--- config.mk ---
export PLATFORM = sky130hd
export DESIGN_NAME = brc_exec
export DESIGN_NICKNAME = d
export VERILOG_FILES = /design/src/rtl/brc_pkg.sv /design/src/rtl/brc_exec.sv
export SDC_FILE = /design/constraint.sdc
export NUM_CORES = 1
export LEC_CHECK = 0
export BUFFER_PORTS_ARGS = -buffer_cell sky130_fd_sc_hd__buf_2
export CORE_UTILIZATION = 60
export CTS_BUF_LIST = sky130_fd_sc_hd__clkbuf_4 sky130_fd_sc_hd__clkbuf_8
export DETAILED_ROUTE_END_ITERATION = 16
export GPL_TIMING_DRIVEN = 1
export PLACE_DENSITY = 0.8
export SYNTH_ARGS = -nofsm -noshare
export SYNTH_HDL_FRONTEND = slang
export SYNTH_SLANG_ARGS = --single-unit
--- constraint.sdc ---
create_clock -name clock -period 10.44 [get_ports clock]
set_input_delay 0.522 -clock clock [delete_from_list [all_inputs] [get_ports clock]]
set_output_delay 0.522 -clock clock [all_outputs]
set_load 0.01 [all_outputs]
--- src/rtl/brc_pkg.sv ---
// package: encodings, field positions and state carrier for the branch and copy executor
// Operation
// - unconditional branch loads effective address into program address register, floating mode irrelevant
// - unconditional branch also clears floating mode flag
// - true conditional branch loads self-relative target, no indirection or indexing
// - false conditional branch on a non-index condition is a no-operation; execution continues sequentially
// - branch_acc_negative true exactly when accumulator bit 0 is one
// - accumulator-zero branch true only when accumulator is all zero
// - branch_ext_negative true exactly when extended accumulator bit 0 is one
// - branch_if_no_overflow true only when overflow is zero; overflow unchanged
// - branch_if_no_carry true only when carry is zero; carry unchanged
// - branch_index_increment adds one to index 1, branches if nonzero
// - index_incr_no_overflow does nothing if overflow set; else increments, overflow unchanged
// - index_incr_no_carry does nothing if carry set; else increments, carry unchanged
// - register copy recognised by opcode 7, independent of floating mode
// - logic_function selects and, or, xor, add; only add updates indicators
// - carry_in_select adds current carry into result low bit
// - increment_select adds one; with both set exactly one is added
// - clear_destination uses zero as destination operand
// - result_target picks which general register receives the result
// - invert_source uses complemented source, stored source unchanged
// - source_select zero supplies an all-zero operand
// - register addresses: zero, program, link, temp, index1, index2, ext acc, acc
// - program address read by copy is already incremented value
package brc_pkg;
  localparam int unsigned BRC_W = 16;

  // opcode field, instruction bits 0-3 counted from the msb
  localparam logic [3:0] BRC_OPC_BRANCH = 4'h4;
  localparam logic [3:0] BRC_OPC_COND = 4'h6;
  localparam logic [3:0] BRC_OPC_COPY = 4'h7;

  // field positions; bit k counted from the msb is vector bit 15-k
  localparam int unsigned BRC_OPC_LSB = 12;
  localparam int unsigned BRC_FN_LSB = 10;
  localparam int unsigned BRC_AC_BIT = 9;
  localparam int unsigned BRC_AI_BIT = 8;
  localparam int unsigned BRC_CD_BIT = 7;
  localparam int unsigned BRC_DR_LSB = 4;
  localparam int unsigned BRC_IS_BIT = 3;
  localparam int unsigned BRC_SR_LSB = 0;
  localparam int unsigned BRC_CND_LSB = 9;
  localparam int unsigned BRC_DISP_W = 9;

  // conditional branch selector, bits 4-6 counted from the msb
  localparam logic [2:0] BRC_C_NO_OVF = 3'h0;
  localparam logic [2:0] BRC_C_NO_CARRY = 3'h1;
  localparam logic [2:0] BRC_C_ACC_ZERO = 3'h2;
  localparam logic [2:0] BRC_C_IDX_INC = 3'h3;
  localparam logic [2:0] BRC_C_ACC_NEG = 3'h4;
  localparam logic [2:0] BRC_C_IDX_NO_OVF = 3'h5;
  localparam logic [2:0] BRC_C_EXT_NEG = 3'h6;
  localparam logic [2:0] BRC_C_IDX_NO_CARRY = 3'h7;

  // logic_function codes
  localparam logic [1:0] BRC_FN_AND = 2'h0;
  localparam logic [1:0] BRC_FN_OR = 2'h1;
  localparam logic [1:0] BRC_FN_XOR = 2'h2;
  localparam logic [1:0] BRC_FN_ADD = 2'h3;

  // general register addresses
  localparam logic [2:0] BRC_R_ZERO = 3'h0;
  localparam logic [2:0] BRC_R_PROG = 3'h1;
  localparam logic [2:0] BRC_R_LINK = 3'h2;
  localparam logic [2:0] BRC_R_TEMP = 3'h3;
  localparam logic [2:0] BRC_R_IDX1 = 3'h4;
  localparam logic [2:0] BRC_R_IDX2 = 3'h5;
  localparam logic [2:0] BRC_R_EXT = 3'h6;
  localparam logic [2:0] BRC_R_ACC = 3'h7;

  // reset values
  localparam logic [15:0] BRC_REG_RST = 16'h0000;
  localparam logic BRC_FLAG_RST = 1'b0;

  typedef struct packed {
    logic [15:0] acc;
    logic [15:0] ext;
    logic [15:0] idx2;
    logic [15:0] idx1;
    logic [15:0] temp;
    logic [15:0] link;
    logic [15:0] prog;
    logic overflow;
    logic carry;
    logic floating_mode_flag;
  } brc_state_t;

  typedef struct packed {
    logic valid;
    logic [15:0] word;
    logic [15:0] eff_addr;
  } brc_exec_t;

  typedef struct packed {
    logic wr_en;
    logic [2:0] sel;
    logic [15:0] data;
    logic flags_en;
    logic overflow;
    logic carry;
    logic floating_mode_flag;
  } brc_load_t;
endpackage

--- src/rtl/brc_exec.sv ---
// branch, conditional branch and register copy execution with the general register file
`timescale 1ns/1ns
module brc_exec
  import brc_pkg::*;
#(
  parameter int unsigned WIDTH = 16
) (
  input wire logic clock,
  input wire logic rst_n,
  input wire brc_exec_t exec_in,
  input wire logic fetch_step,
  input wire brc_load_t load_in,
  output brc_state_t state_out,
  output logic branch_taken,
  output logic exec_done,
  output logic unknown_op
);

  if (WIDTH != BRC_W) begin : g_chk
    $error("brc_exec supports only a 16-bit word");
  end

  logic [15:0] regs_r [0:7];
  logic ovf_r;
  logic carry_r;
  logic fm_r;
  logic taken_r;
  logic done_r;
  logic unk_r;

  // field decode
  wire [15:0] iw = exec_in.word;
  wire [3:0] opc = iw[BRC_OPC_LSB +: 4];
  wire is_branch = exec_in.valid && (opc == BRC_OPC_BRANCH);
  wire is_cond = exec_in.valid && (opc == BRC_OPC_COND);
  wire is_copy = exec_in.valid && (opc == BRC_OPC_COPY);
  wire is_unknown = exec_in.valid && !is_branch && !is_cond && !is_copy;
  wire [2:0] cnd = iw[BRC_CND_LSB +: 3];
  wire [1:0] fn = iw[BRC_FN_LSB +: 2];
  wire ac = iw[BRC_AC_BIT];
  wire ai = iw[BRC_AI_BIT];
  wire cd = iw[BRC_CD_BIT];
  wire [2:0] dr = iw[BRC_DR_LSB +: 3];
  wire inv = iw[BRC_IS_BIT];
  wire [2:0] sr = iw[BRC_SR_LSB +: 3];

  // conditional branch: target relative to this instruction, P already points past it
  wire [15:0] self_addr = regs_r[BRC_R_PROG] - 16'h0001;
  wire [15:0] disp_ext = {{(16 - BRC_DISP_W){iw[BRC_DISP_W - 1]}}, iw[BRC_DISP_W - 1:0]};
  wire [15:0] cond_target = self_addr + disp_ext;
  wire [15:0] idx_inc = regs_r[BRC_R_IDX1] + 16'h0001;
  wire idx_nz = (idx_inc != 16'h0000);

  wire c_acc_neg = regs_r[BRC_R_ACC][15];
  wire c_acc_zero = (regs_r[BRC_R_ACC] == 16'h0000);
  wire c_ext_neg = regs_r[BRC_R_EXT][15];
  wire c_no_ovf = !ovf_r;
  wire c_no_carry = !carry_r;
  // index forms only touch index 1 when their gating indicator is clear
  wire idx_go = (cnd == BRC_C_IDX_INC) ||
                ((cnd == BRC_C_IDX_NO_OVF) && !ovf_r) ||
                ((cnd == BRC_C_IDX_NO_CARRY) && !carry_r);
  wire idx_write = is_cond && idx_go;

  logic cond_true;
  always_comb begin
    unique case (cnd)
      BRC_C_NO_OVF: cond_true = c_no_ovf;
      BRC_C_NO_CARRY: cond_true = c_no_carry;
      BRC_C_ACC_ZERO: cond_true = c_acc_zero;
      BRC_C_ACC_NEG: cond_true = c_acc_neg;
      BRC_C_EXT_NEG: cond_true = c_ext_neg;
      BRC_C_IDX_INC: cond_true = idx_nz;
      BRC_C_IDX_NO_OVF: cond_true = !ovf_r && idx_nz;
      BRC_C_IDX_NO_CARRY: cond_true = !carry_r && idx_nz;
    endcase
  end
  wire cond_taken = is_cond && cond_true;

  // copy datapath; register 0 reads zero, register 1 reads the incremented P
  wire [15:0] src_raw = (sr == BRC_R_ZERO) ? 16'h0000 : regs_r[sr];
  wire [15:0] dst_op = cd ? 16'h0000 : regs_r[dr];
  wire [15:0] src_op = inv ? ~src_raw : src_raw;
  // both select bits set adds exactly one, whatever carry holds
  wire add_in = ai ? 1'b1 : (ac ? carry_r : 1'b0);
  wire [16:0] sum = {1'b0, dst_op} + {1'b0, src_op} + {16'h0000, add_in};

  logic [15:0] logic_res;
  always_comb begin
    unique case (fn)
      BRC_FN_AND: logic_res = dst_op & src_op;
      BRC_FN_OR: logic_res = dst_op | src_op;
      BRC_FN_XOR: logic_res = dst_op ^ src_op;
      BRC_FN_ADD: logic_res = dst_op;
    endcase
  end
  wire is_add = (fn == BRC_FN_ADD);
  wire [15:0] logic_fin = logic_res + {15'h0000, add_in};
  wire [15:0] copy_res = is_add ? sum[15:0] : logic_fin;
  // signed overflow from operand signs against the final result
  wire add_ovf = (dst_op[15] == src_op[15]) && (sum[15] != dst_op[15]);
  wire copy_flags = is_copy && is_add;

  // P: executed writes win, the fetch step only advances when nothing executes
  logic [15:0] prog_nxt;
  always_comb begin
    prog_nxt = regs_r[BRC_R_PROG];
    if (is_branch) begin
      prog_nxt = exec_in.eff_addr;
    end else if (cond_taken) begin
      prog_nxt = cond_target;
    end else if (is_copy && dr == BRC_R_PROG) begin
      prog_nxt = copy_res;
    end else if (!exec_in.valid && load_in.wr_en && load_in.sel == BRC_R_PROG) begin
      prog_nxt = load_in.data;
    end else if (!exec_in.valid && fetch_step) begin
      prog_nxt = regs_r[BRC_R_PROG] + 16'h0001;
    end
  end

  assign regs_r[0] = BRC_REG_RST;

  // one writer process per general register 2..7
  for (genvar g = 2; g < 8; g++) begin : g_reg
    wire copy_hit = is_copy && (dr == 3'(g));
    wire idx_hit = idx_write && (g == BRC_R_IDX1);
    wire load_hit = !exec_in.valid && load_in.wr_en && (load_in.sel == 3'(g));
    wire [15:0] reg_nxt = copy_hit ? copy_res : (idx_hit ? idx_inc : load_in.data);
    always_ff @(posedge clock or negedge rst_n) begin
      if (!rst_n) begin
        regs_r[g] <= BRC_REG_RST;
      end else if (copy_hit || idx_hit || load_hit) begin
        regs_r[g] <= reg_nxt;
      end
    end
  end

  always_ff @(posedge clock or negedge rst_n) begin
    if (!rst_n) begin
      regs_r[1] <= BRC_REG_RST;
    end else begin
      regs_r[1] <= prog_nxt;
    end
  end

  // indicators: the add form of copy or an idle core flag load changes them; branches keep overflow and carry; unconditional branch clears floating mode
  wire flags_load = !exec_in.valid && load_in.flags_en;
  wire ovf_nxt = copy_flags ? add_ovf : (flags_load ? load_in.overflow : ovf_r);
  wire carry_nxt = copy_flags ? sum[16] : (flags_load ? load_in.carry : carry_r);
  wire fm_nxt = is_branch ? 1'b0 : (flags_load ? load_in.floating_mode_flag : fm_r);

  always_ff @(posedge clock or negedge rst_n) begin
    if (!rst_n) begin
      ovf_r <= BRC_FLAG_RST;
      carry_r <= BRC_FLAG_RST;
      fm_r <= BRC_FLAG_RST;
    end else begin
      ovf_r <= ovf_nxt;
      carry_r <= carry_nxt;
      fm_r <= fm_nxt;
    end
  end

  always_ff @(posedge clock or negedge rst_n) begin
    if (!rst_n) begin
      taken_r <= 1'b0;
      done_r <= 1'b0;
      unk_r <= 1'b0;
    end else begin
      taken_r <= is_branch || cond_taken;
      done_r <= exec_in.valid;
      unk_r <= is_unknown;
    end
  end

  assign state_out.acc = regs_r[BRC_R_ACC];
  assign state_out.ext = regs_r[BRC_R_EXT];
  assign state_out.idx2 = regs_r[BRC_R_IDX2];
  assign state_out.idx1 = regs_r[BRC_R_IDX1];
  assign state_out.temp = regs_r[BRC_R_TEMP];
  assign state_out.link = regs_r[BRC_R_LINK];
  assign state_out.prog = regs_r[BRC_R_PROG];
  assign state_out.overflow = ovf_r;
  assign state_out.carry = carry_r;
  assign state_out.floating_mode_flag = fm_r;
  assign branch_taken = taken_r;
  assign exec_done = done_r;
  assign unknown_op = unk_r;

  // checks
  branch_target_a: assert property (@(posedge clock) disable iff (!rst_n)
    is_branch |=> (regs_r[BRC_R_PROG] == $past(exec_in.eff_addr)) && branch_taken)
    else $error("branch did not load effective address");

  branch_fm_clear_a: assert property (@(posedge clock) disable iff (!rst_n)
    is_branch |=> !fm_r)
    else $error("branch left floating mode set");

  cond_taken_a: assert property (@(posedge clock) disable iff (!rst_n)
    cond_taken |=> regs_r[BRC_R_PROG] == $past(regs_r[BRC_R_PROG]) - 16'h0001 + $past(disp_ext))
    else $error("taken branch target wrong");

  cond_nop_a: assert property (@(posedge clock) disable iff (!rst_n)
    (is_cond && !cond_true) |=> $stable(regs_r[BRC_R_PROG]) && !branch_taken)
    else $error("untaken branch moved program address");

  acc_neg_a: assert property (@(posedge clock) disable iff (!rst_n)
    (is_cond && cnd == BRC_C_ACC_NEG) |=> branch_taken == $past(regs_r[BRC_R_ACC][15]))
    else $error("accumulator negative test wrong");

  acc_zero_a: assert property (@(posedge clock) disable iff (!rst_n)
    (is_cond && cnd == BRC_C_ACC_ZERO) |=> branch_taken == ($past(regs_r[BRC_R_ACC]) == 16'h0000))
    else $error("accumulator zero test wrong");

  ext_neg_a: assert property (@(posedge clock) disable iff (!rst_n)
    (is_cond && cnd == BRC_C_EXT_NEG) |=> branch_taken == $past(regs_r[BRC_R_EXT][15]))
    else $error("extended accumulator negative test wrong");

  cond_flags_a: assert property (@(posedge clock) disable iff (!rst_n)
    is_cond |=> $stable(ovf_r) && $stable(carry_r))
    else $error("conditional branch changed an indicator");

  index_inc_a: assert property (@(posedge clock) disable iff (!rst_n)
    idx_write |=> (regs_r[BRC_R_IDX1] == $past(regs_r[BRC_R_IDX1]) + 16'h0001)
      && (branch_taken == (regs_r[BRC_R_IDX1] != 16'h0000)))
    else $error("index increment branch wrong");

  index_gate_a: assert property (@(posedge clock) disable iff (!rst_n)
    (is_cond && cnd == BRC_C_IDX_NO_OVF && ovf_r) |=> $stable(regs_r[BRC_R_IDX1]) && !branch_taken)
    else $error("gated index increment acted with overflow set");

  logic_flags_a: assert property (@(posedge clock) disable iff (!rst_n)
    (is_copy && !is_add) |=> $stable(ovf_r) && $stable(carry_r))
    else $error("logical copy changed an indicator");

  both_incr_a: assert property (@(posedge clock) disable iff (!rst_n)
    (is_copy && ac && ai && fn == BRC_FN_OR && cd && !inv && sr == BRC_R_ZERO && dr == BRC_R_ACC)
      |=> regs_r[BRC_R_ACC] == 16'h0001)
    else $error("increment with carry select added wrong amount");

  zero_source_a: assert property (@(posedge clock) disable iff (!rst_n)
    (is_copy && fn == BRC_FN_OR && cd && !ac && !ai && !inv && sr == BRC_R_ZERO && dr == BRC_R_ACC)
      |=> regs_r[BRC_R_ACC] == 16'h0000)
    else $error("zero source not all zero");

  no_ovf_a: assert property (@(posedge clock) disable iff (!rst_n)
    (is_cond && cnd == BRC_C_NO_OVF) |=> branch_taken == !$past(ovf_r))
    else $error("no overflow branch test wrong");

  no_carry_a: assert property (@(posedge clock) disable iff (!rst_n)
    (is_cond && cnd == BRC_C_NO_CARRY) |=> branch_taken == !$past(carry_r))
    else $error("no carry branch test wrong");

  carry_gate_a: assert property (@(posedge clock) disable iff (!rst_n)
    (is_cond && cnd == BRC_C_IDX_NO_CARRY && carry_r) |=> $stable(regs_r[BRC_R_IDX1]) && !branch_taken)
    else $error("gated index increment acted with carry set");

  carry_in_a: assert property (@(posedge clock) disable iff (!rst_n)
    (is_copy && ac && !ai && !is_add && dr == BRC_R_ACC)
      |=> regs_r[BRC_R_ACC] == $past(logic_res) + {15'h0000, $past(carry_r)})
    else $error("carry not added into result");

  incr_only_a: assert property (@(posedge clock) disable iff (!rst_n)
    (is_copy && ai && !is_add && dr == BRC_R_ACC)
      |=> regs_r[BRC_R_ACC] == $past(logic_res) + 16'h0001)
    else $error("increment did not add exactly one");

  clear_dest_a: assert property (@(posedge clock) disable iff (!rst_n)
    (is_copy && cd && fn == BRC_FN_OR && !ac && !ai && dr == BRC_R_ACC)
      |=> regs_r[BRC_R_ACC] == $past(src_op))
    else $error("cleared destination not used as zero");

  source_kept_a: assert property (@(posedge clock) disable iff (!rst_n)
    (is_copy && sr == BRC_R_TEMP && dr != BRC_R_TEMP) |=> $stable(regs_r[BRC_R_TEMP]))
    else $error("source register changed");

  link_kept_a: assert property (@(posedge clock) disable iff (!rst_n)
    (is_copy && dr != BRC_R_LINK) |=> $stable(regs_r[BRC_R_LINK]))
    else $error("copy wrote a register it does not target");

  zero_dest_a: assert property (@(posedge clock) disable iff (!rst_n)
    (is_copy && dr == BRC_R_ZERO)
      |=> $stable(regs_r[BRC_R_ACC]) && $stable(regs_r[BRC_R_TEMP]) && $stable(regs_r[BRC_R_PROG]))
    else $error("copy to zero register changed state");

  prog_plus_a: assert property (@(posedge clock) disable iff (!rst_n)
    (is_copy && sr == BRC_R_PROG && cd && !inv && fn == BRC_FN_OR && ai && !ac && dr == BRC_R_LINK)
      |=> regs_r[BRC_R_LINK] == $past(regs_r[BRC_R_PROG]) + 16'h0001)
    else $error("program address operand not the next address");

  negate_order_a: assert property (@(posedge clock) disable iff (!rst_n)
    (is_copy && cd && inv && is_add && ai && !ac && dr == BRC_R_ACC)
      |=> regs_r[BRC_R_ACC] == 16'h0000 - $past(src_raw))
    else $error("negate sequence gave wrong result");

  clear_add_a: assert property (@(posedge clock) disable iff (!rst_n)
    (is_copy && is_add && cd && !ac && !ai) |=> !ovf_r && !carry_r)
    else $error("add into cleared destination set an indicator");

  unknown_quiet_a: assert property (@(posedge clock) disable iff (!rst_n)
    is_unknown
      |=> unknown_op && $stable(regs_r[BRC_R_PROG]) && $stable(ovf_r) && $stable(carry_r) && $stable(fm_r))
    else $error("unknown opcode changed state");

  done_pulse_a: assert property (@(posedge clock) disable iff (!rst_n)
    exec_in.valid |=> exec_done)
    else $error("done pulse missing");

  idle_quiet_a: assert property (@(posedge clock) disable iff (!rst_n)
    !exec_in.valid |=> !exec_done && !branch_taken && !unknown_op)
    else $error("pulse without an instruction");

  taken_only_a: assert property (@(posedge clock) disable iff (!rst_n)
    (exec_in.valid && !is_branch && !cond_taken) |=> !branch_taken)
    else $error("taken pulse without a branch");

  prog_hold_a: assert property (@(posedge clock) disable iff (!rst_n)
    (exec_in.valid && !is_branch && !cond_taken && !(is_copy && dr == BRC_R_PROG))
      |=> $stable(regs_r[BRC_R_PROG]))
    else $error("program address moved without a branch");

  mode_keep_a: assert property (@(posedge clock) disable iff (!rst_n)
    (exec_in.valid && !is_branch) |=> $stable(fm_r))
    else $error("floating mode changed by a non-branch");

  idx_hold_a: assert property (@(posedge clock) disable iff (!rst_n)
    (exec_in.valid && !idx_write && !(is_copy && dr == BRC_R_IDX1))
      |=> $stable(regs_r[BRC_R_IDX1]))
    else $error("index one changed without an increment");

  jump_flags_a: assert property (@(posedge clock) disable iff (!rst_n)
    is_branch |=> $stable(ovf_r) && $stable(carry_r))
    else $error("branch changed an indicator");

  ext_target_a: assert property (@(posedge clock) disable iff (!rst_n)
    (is_copy && dr == BRC_R_EXT && cd && fn == BRC_FN_OR && !ac && !ai && !inv)
      |=> regs_r[BRC_R_EXT] == $past(src_raw))
    else $error("copy to extended accumulator wrong");

  idx2_target_a: assert property (@(posedge clock) disable iff (!rst_n)
    (is_copy && dr == BRC_R_IDX2 && cd && fn == BRC_FN_OR && !ac && !ai && !inv)
      |=> regs_r[BRC_R_IDX2] == $past(src_raw))
    else $error("copy to index two wrong");

  fetch_step_a: assert property (@(posedge clock) disable iff (!rst_n)
    (!exec_in.valid && fetch_step && !(load_in.wr_en && load_in.sel == BRC_R_PROG))
      |=> regs_r[BRC_R_PROG] == $past(regs_r[BRC_R_PROG]) + 16'h0001)
    else $error("fetch step did not advance the program address");

  cover_branch_c: cover property (@(posedge clock) disable iff (!rst_n) is_branch);
  cover_cond_c: cover property (@(posedge clock) disable iff (!rst_n) cond_taken ##1 (is_cond && !cond_true));
  cover_add_c: cover property (@(posedge clock) disable iff (!rst_n) copy_flags && sum[16]);
  cover_idx_c: cover property (@(posedge clock) disable iff (!rst_n) idx_write && !idx_nz);
  cover_prog_src_c: cover property (@(posedge clock) disable iff (!rst_n) is_copy && sr == BRC_R_PROG);

endmodule

==> impl_results.md <==
- Outcome: complete, no violations
- Commonest cells after routing, fill and taps aside: 176 x sky130_fd_sc_hd__buf_2, 133 x sky130_fd_sc_hd__nand2_1, 118 x sky130_fd_sc_hd__dfrtp_1
- Overflow after GRT: 0
- Clock edge transition at the registers on the reported setup and hold paths: 110 ps
- Cells after Synth: 1431
- Maximum number of pins on one net before global-route repair: 65
- Final number of hold-violating endpoints: 0
- Setup repair after global routing missed its margin: no
- Row Count: 50
- Most frequent standard cell in the layout excluding fill and tap cells: sky130_fd_sc_hd__buf_2
- Slew HR: 12.2%
- Drt first pass iters: 6
- Clock Root Buffer: sky130_fd_sc_hd__clkbuf_8
- Final antenna-violating net count: 0
- Part of the Yosys area used for sequential elements: 25.0%
- Routability-driven placement congestion ratio: slightly above 1
- Total standard cell area after synthesis: 11800 µm²
- Peak clock frequency supported by timing: 186 MHz
- Final #Nets: 1681
- Number of primary I/O pins: roughly 180
- Number of max-cap violations: 0
- Pwr dens: 210 nW/µm²
- Hold_buf cts: 0
- Wirelength, routed: 50.5 mm
- Critical Path Sink Type: register
- Setup fix buffers added after clock tree synthesis: 0
- Synthesis warning total: 0
- Post-route clock skew: 26.5 ps
- Post-synth ARST share: 100%
- Avg Inst Size Synth: 8.26 µm²
- Avg Vias per Cell: 7.07
- First-pass GRT wire length: 73.4 mm
- Violation count after the first detailed-routing iteration: 1927
- Count of distinct cell types in the synthesized netlist: 80
- Via count of the first global-routing pass: 11600
- Number of fill cells: 1655
- Required time of the critical path: 10730 ps
- Startpoint type of the worst setup path: input port
- Setup TNS after final layout: 0 ps
- Core ar.: 19000 µm²
- Port bufs: approximately 180
- WHS: 76.6 ps
- Ys flop type: sky130_fd_sc_hd__dfrtp_1
- Class of the most critical setup path: input port to register
- Min Tclk post-route: 5380 ps
- Number of flops mapped to enable cells by yosys: 0
- Peak supply drop: 0.132 mV
- DIE AREA: 20300 µm²
- Syn nets: 1562
- Final setup viols: 0
- Final Max Tran Viols: 0
- Die Width: around 140 µm
- Share of final-layout standard cells stronger than drive strength 1: 22.1%
- Tightest Pin Transition: around 1300 ps
- Maximum buffer depth of the clock tree: 2
- TritonCTS clock tree: done
- Area delta synth->final: 11.4%
- Number of antenna violations at the first check in global routing: 0
- DPL Wire Length: 36.4 mm
- Height of the die: 142 µm
- Static Leak: ~6.0 nW
- Register bit count reported by yosys: 118
- Count of vias placed by the detailed router: 12900
- Number of buffers created by CTS: 17
- Drt drc: 0
- Worst-skew pair later-pin latency: 480 ps
- Total Routing Usage GR: 50.4%
- Path class of the lowest-slack min-delay path: input port to asynchronous set/reset pin
- Worst EP arrival: around 5700 ps
- Number of sinks driven by the clock tree: roughly 120
- Average detailed-routed wire length per instance: 27.7 µm
- CTS resizes: 0
- Largest fanout on the critical path: 58
- Starting density of the core: 62.1%
- Number of H-tree levels: 4
- Part of the cycle the worst path needs: 51.5%
## through the flow
step | utilization, % | total power [mW] | cells | setup WS [ps] | instance area (µm²)
3_5_place_dp | 67.1 | 2.24 | 1791 | 4850 | 12800
2_1_floorplan | - | 1.68 | 1431 | 6050 | 11800
6_report | 69.2 | 2.76 | 1825 | 5060 | 13200
5_1_grt | 69.2 | 2.88 | 1823 | 4930 | 13200
3_3_place_gp | 67.1 | 2.21 | 1791 | 4990 | 12800
4_1_cts | 69.2 | 2.69 | 1823 | 5330 | 13200
## synth_stat cells, types with 18 or more instances
library cell / number / area share, %
sky130_fd_sc_hd__nor2_1: 86 / 2.7
sky130_fd_sc_hd__a211oi_1: 30 / 1.9
sky130_fd_sc_hd__nand3_1: 23 / 0.97
sky130_fd_sc_hd__mux2_2: 58 / 5.5
sky130_fd_sc_hd__xnor2_1: 58 / 4.3
sky130_fd_sc_hd__o21ai_0: 106 / 4.5
sky130_fd_sc_hd__a22oi_1: 29 / 1.8
sky130_fd_sc_hd__mux2i_1: 60 / 5.1
sky130_fd_sc_hd__nor4_1: 18 / 0.95
sky130_fd_sc_hd__nand2_1: 133 / 4.2
sky130_fd_sc_hd__nor3_1: 29 / 1.2
sky130_fd_sc_hd__nor2b_1: 22 / 1.2
sky130_fd_sc_hd__ha_1: 68 / 7.2
sky130_fd_sc_hd__dfrtp_1: 118 / 25
sky130_fd_sc_hd__mux4_2: 22 / 4.2
sky130_fd_sc_hd__a21oi_1: 107 / 4.5
sky130_fd_sc_hd__inv_1: 104 / 3.3
sky130_fd_sc_hd__clkbuf_1: 71 / 2.3
## critical path, cell delays in order
cell and delay (ps):
sky130_fd_sc_hd__buf_2 70, sky130_fd_sc_hd__buf_4 580, sky130_fd_sc_hd__nor2b_1 660, sky130_fd_sc_hd__buf_4 280, sky130_fd_sc_hd__a221o_1 220, sky130_fd_sc_hd__and2_1 170, sky130_fd_sc_hd__ha_1 260, sky130_fd_sc_hd__nor2_1 70
sky130_fd_sc_hd__o32ai_1 410, sky130_fd_sc_hd__a31oi_1 120, sky130_fd_sc_hd__or4_1 740, sky130_fd_sc_hd__nor2_1 290, sky130_fd_sc_hd__a31oi_1 130, sky130_fd_sc_hd__nor3_2 850, sky130_fd_sc_hd__a221oi_1 220
## per-layer routing
layer  GRT usage (%)  wire, µm
met3            16.4      7470
met5            1.75        40
met4            26.4      3340
met1            67.6     18800
met2            71.9     20900
## power breakdown
group	total, mW	internal, mW	switching (mW)	leakage, nW
clock network	0.453	0.199	0.254	0.196
logic	1.47	0.611	0.858	4.32
registers	0.842	0.575	0.268	1.45
## logic make-up (layout without fill, tap and decap cells)
logic type / after synthesis / after routing / synth area share (%)
AO/OA/AOI/OAI: 429 / 429 / 23.6
AND/OR/NAND/NOR: 399 / 399 / 16.6
multiplexers: 141 / 141 / 15.0
XOR/XNOR: 70 / 70 / 5.19
adder cells (fa/ha/maj): 71 / 71 / 7.71
other: 0 / 2 / 0
flip-flops: 118 / 118 / 25.0
buffers and inverters: 203 / 335 / 6.95
## final timing paths
| check | from | end | slack (ps) | cells after the start |
|---|---|---|---|---|
| max in group asynchronous | rst_n | state_out[33] | 8960 | 2 |
| setup / recovery | exec_in[21] | state_out[17] | 5060 | 15 |
| hold / removal | rst_n | state_out[60] | 80 | 1 |
| setup reg to reg | state_out[56] | state_out[17] | 5530 | 12 |
| hold reg to reg | fm_r | fm_r | 540 | 2 |
| min in group clock | load_in[0] | fm_r | 250 | 3 |
## area by class of cell
cell class / instances / area [µm²] / area share, %
multi-input cells: 1110 / 8050 / 61.1
clock buffers: 17 / 234 / 1.78
repair buffers: 198 / 1050 / 7.95
well taps: 260 / 325 / 2.47
inverters: 105 / 394 / 2.99
flip-flops and latches: 118 / 2950 / 22.4
diodes: 2 / 5.00 / 0.0380
clock inverters: 15 / 156 / 1.19
## state kept, by name, summed over array words and instances, names as in the netlist
register	cells
fm_r	1
state_out	112
carry_r	1
branch_taken	1
ovf_r	1
exec_done	1
unknown_op	1
Note: power is estimated with default switching activity, not from simulation.
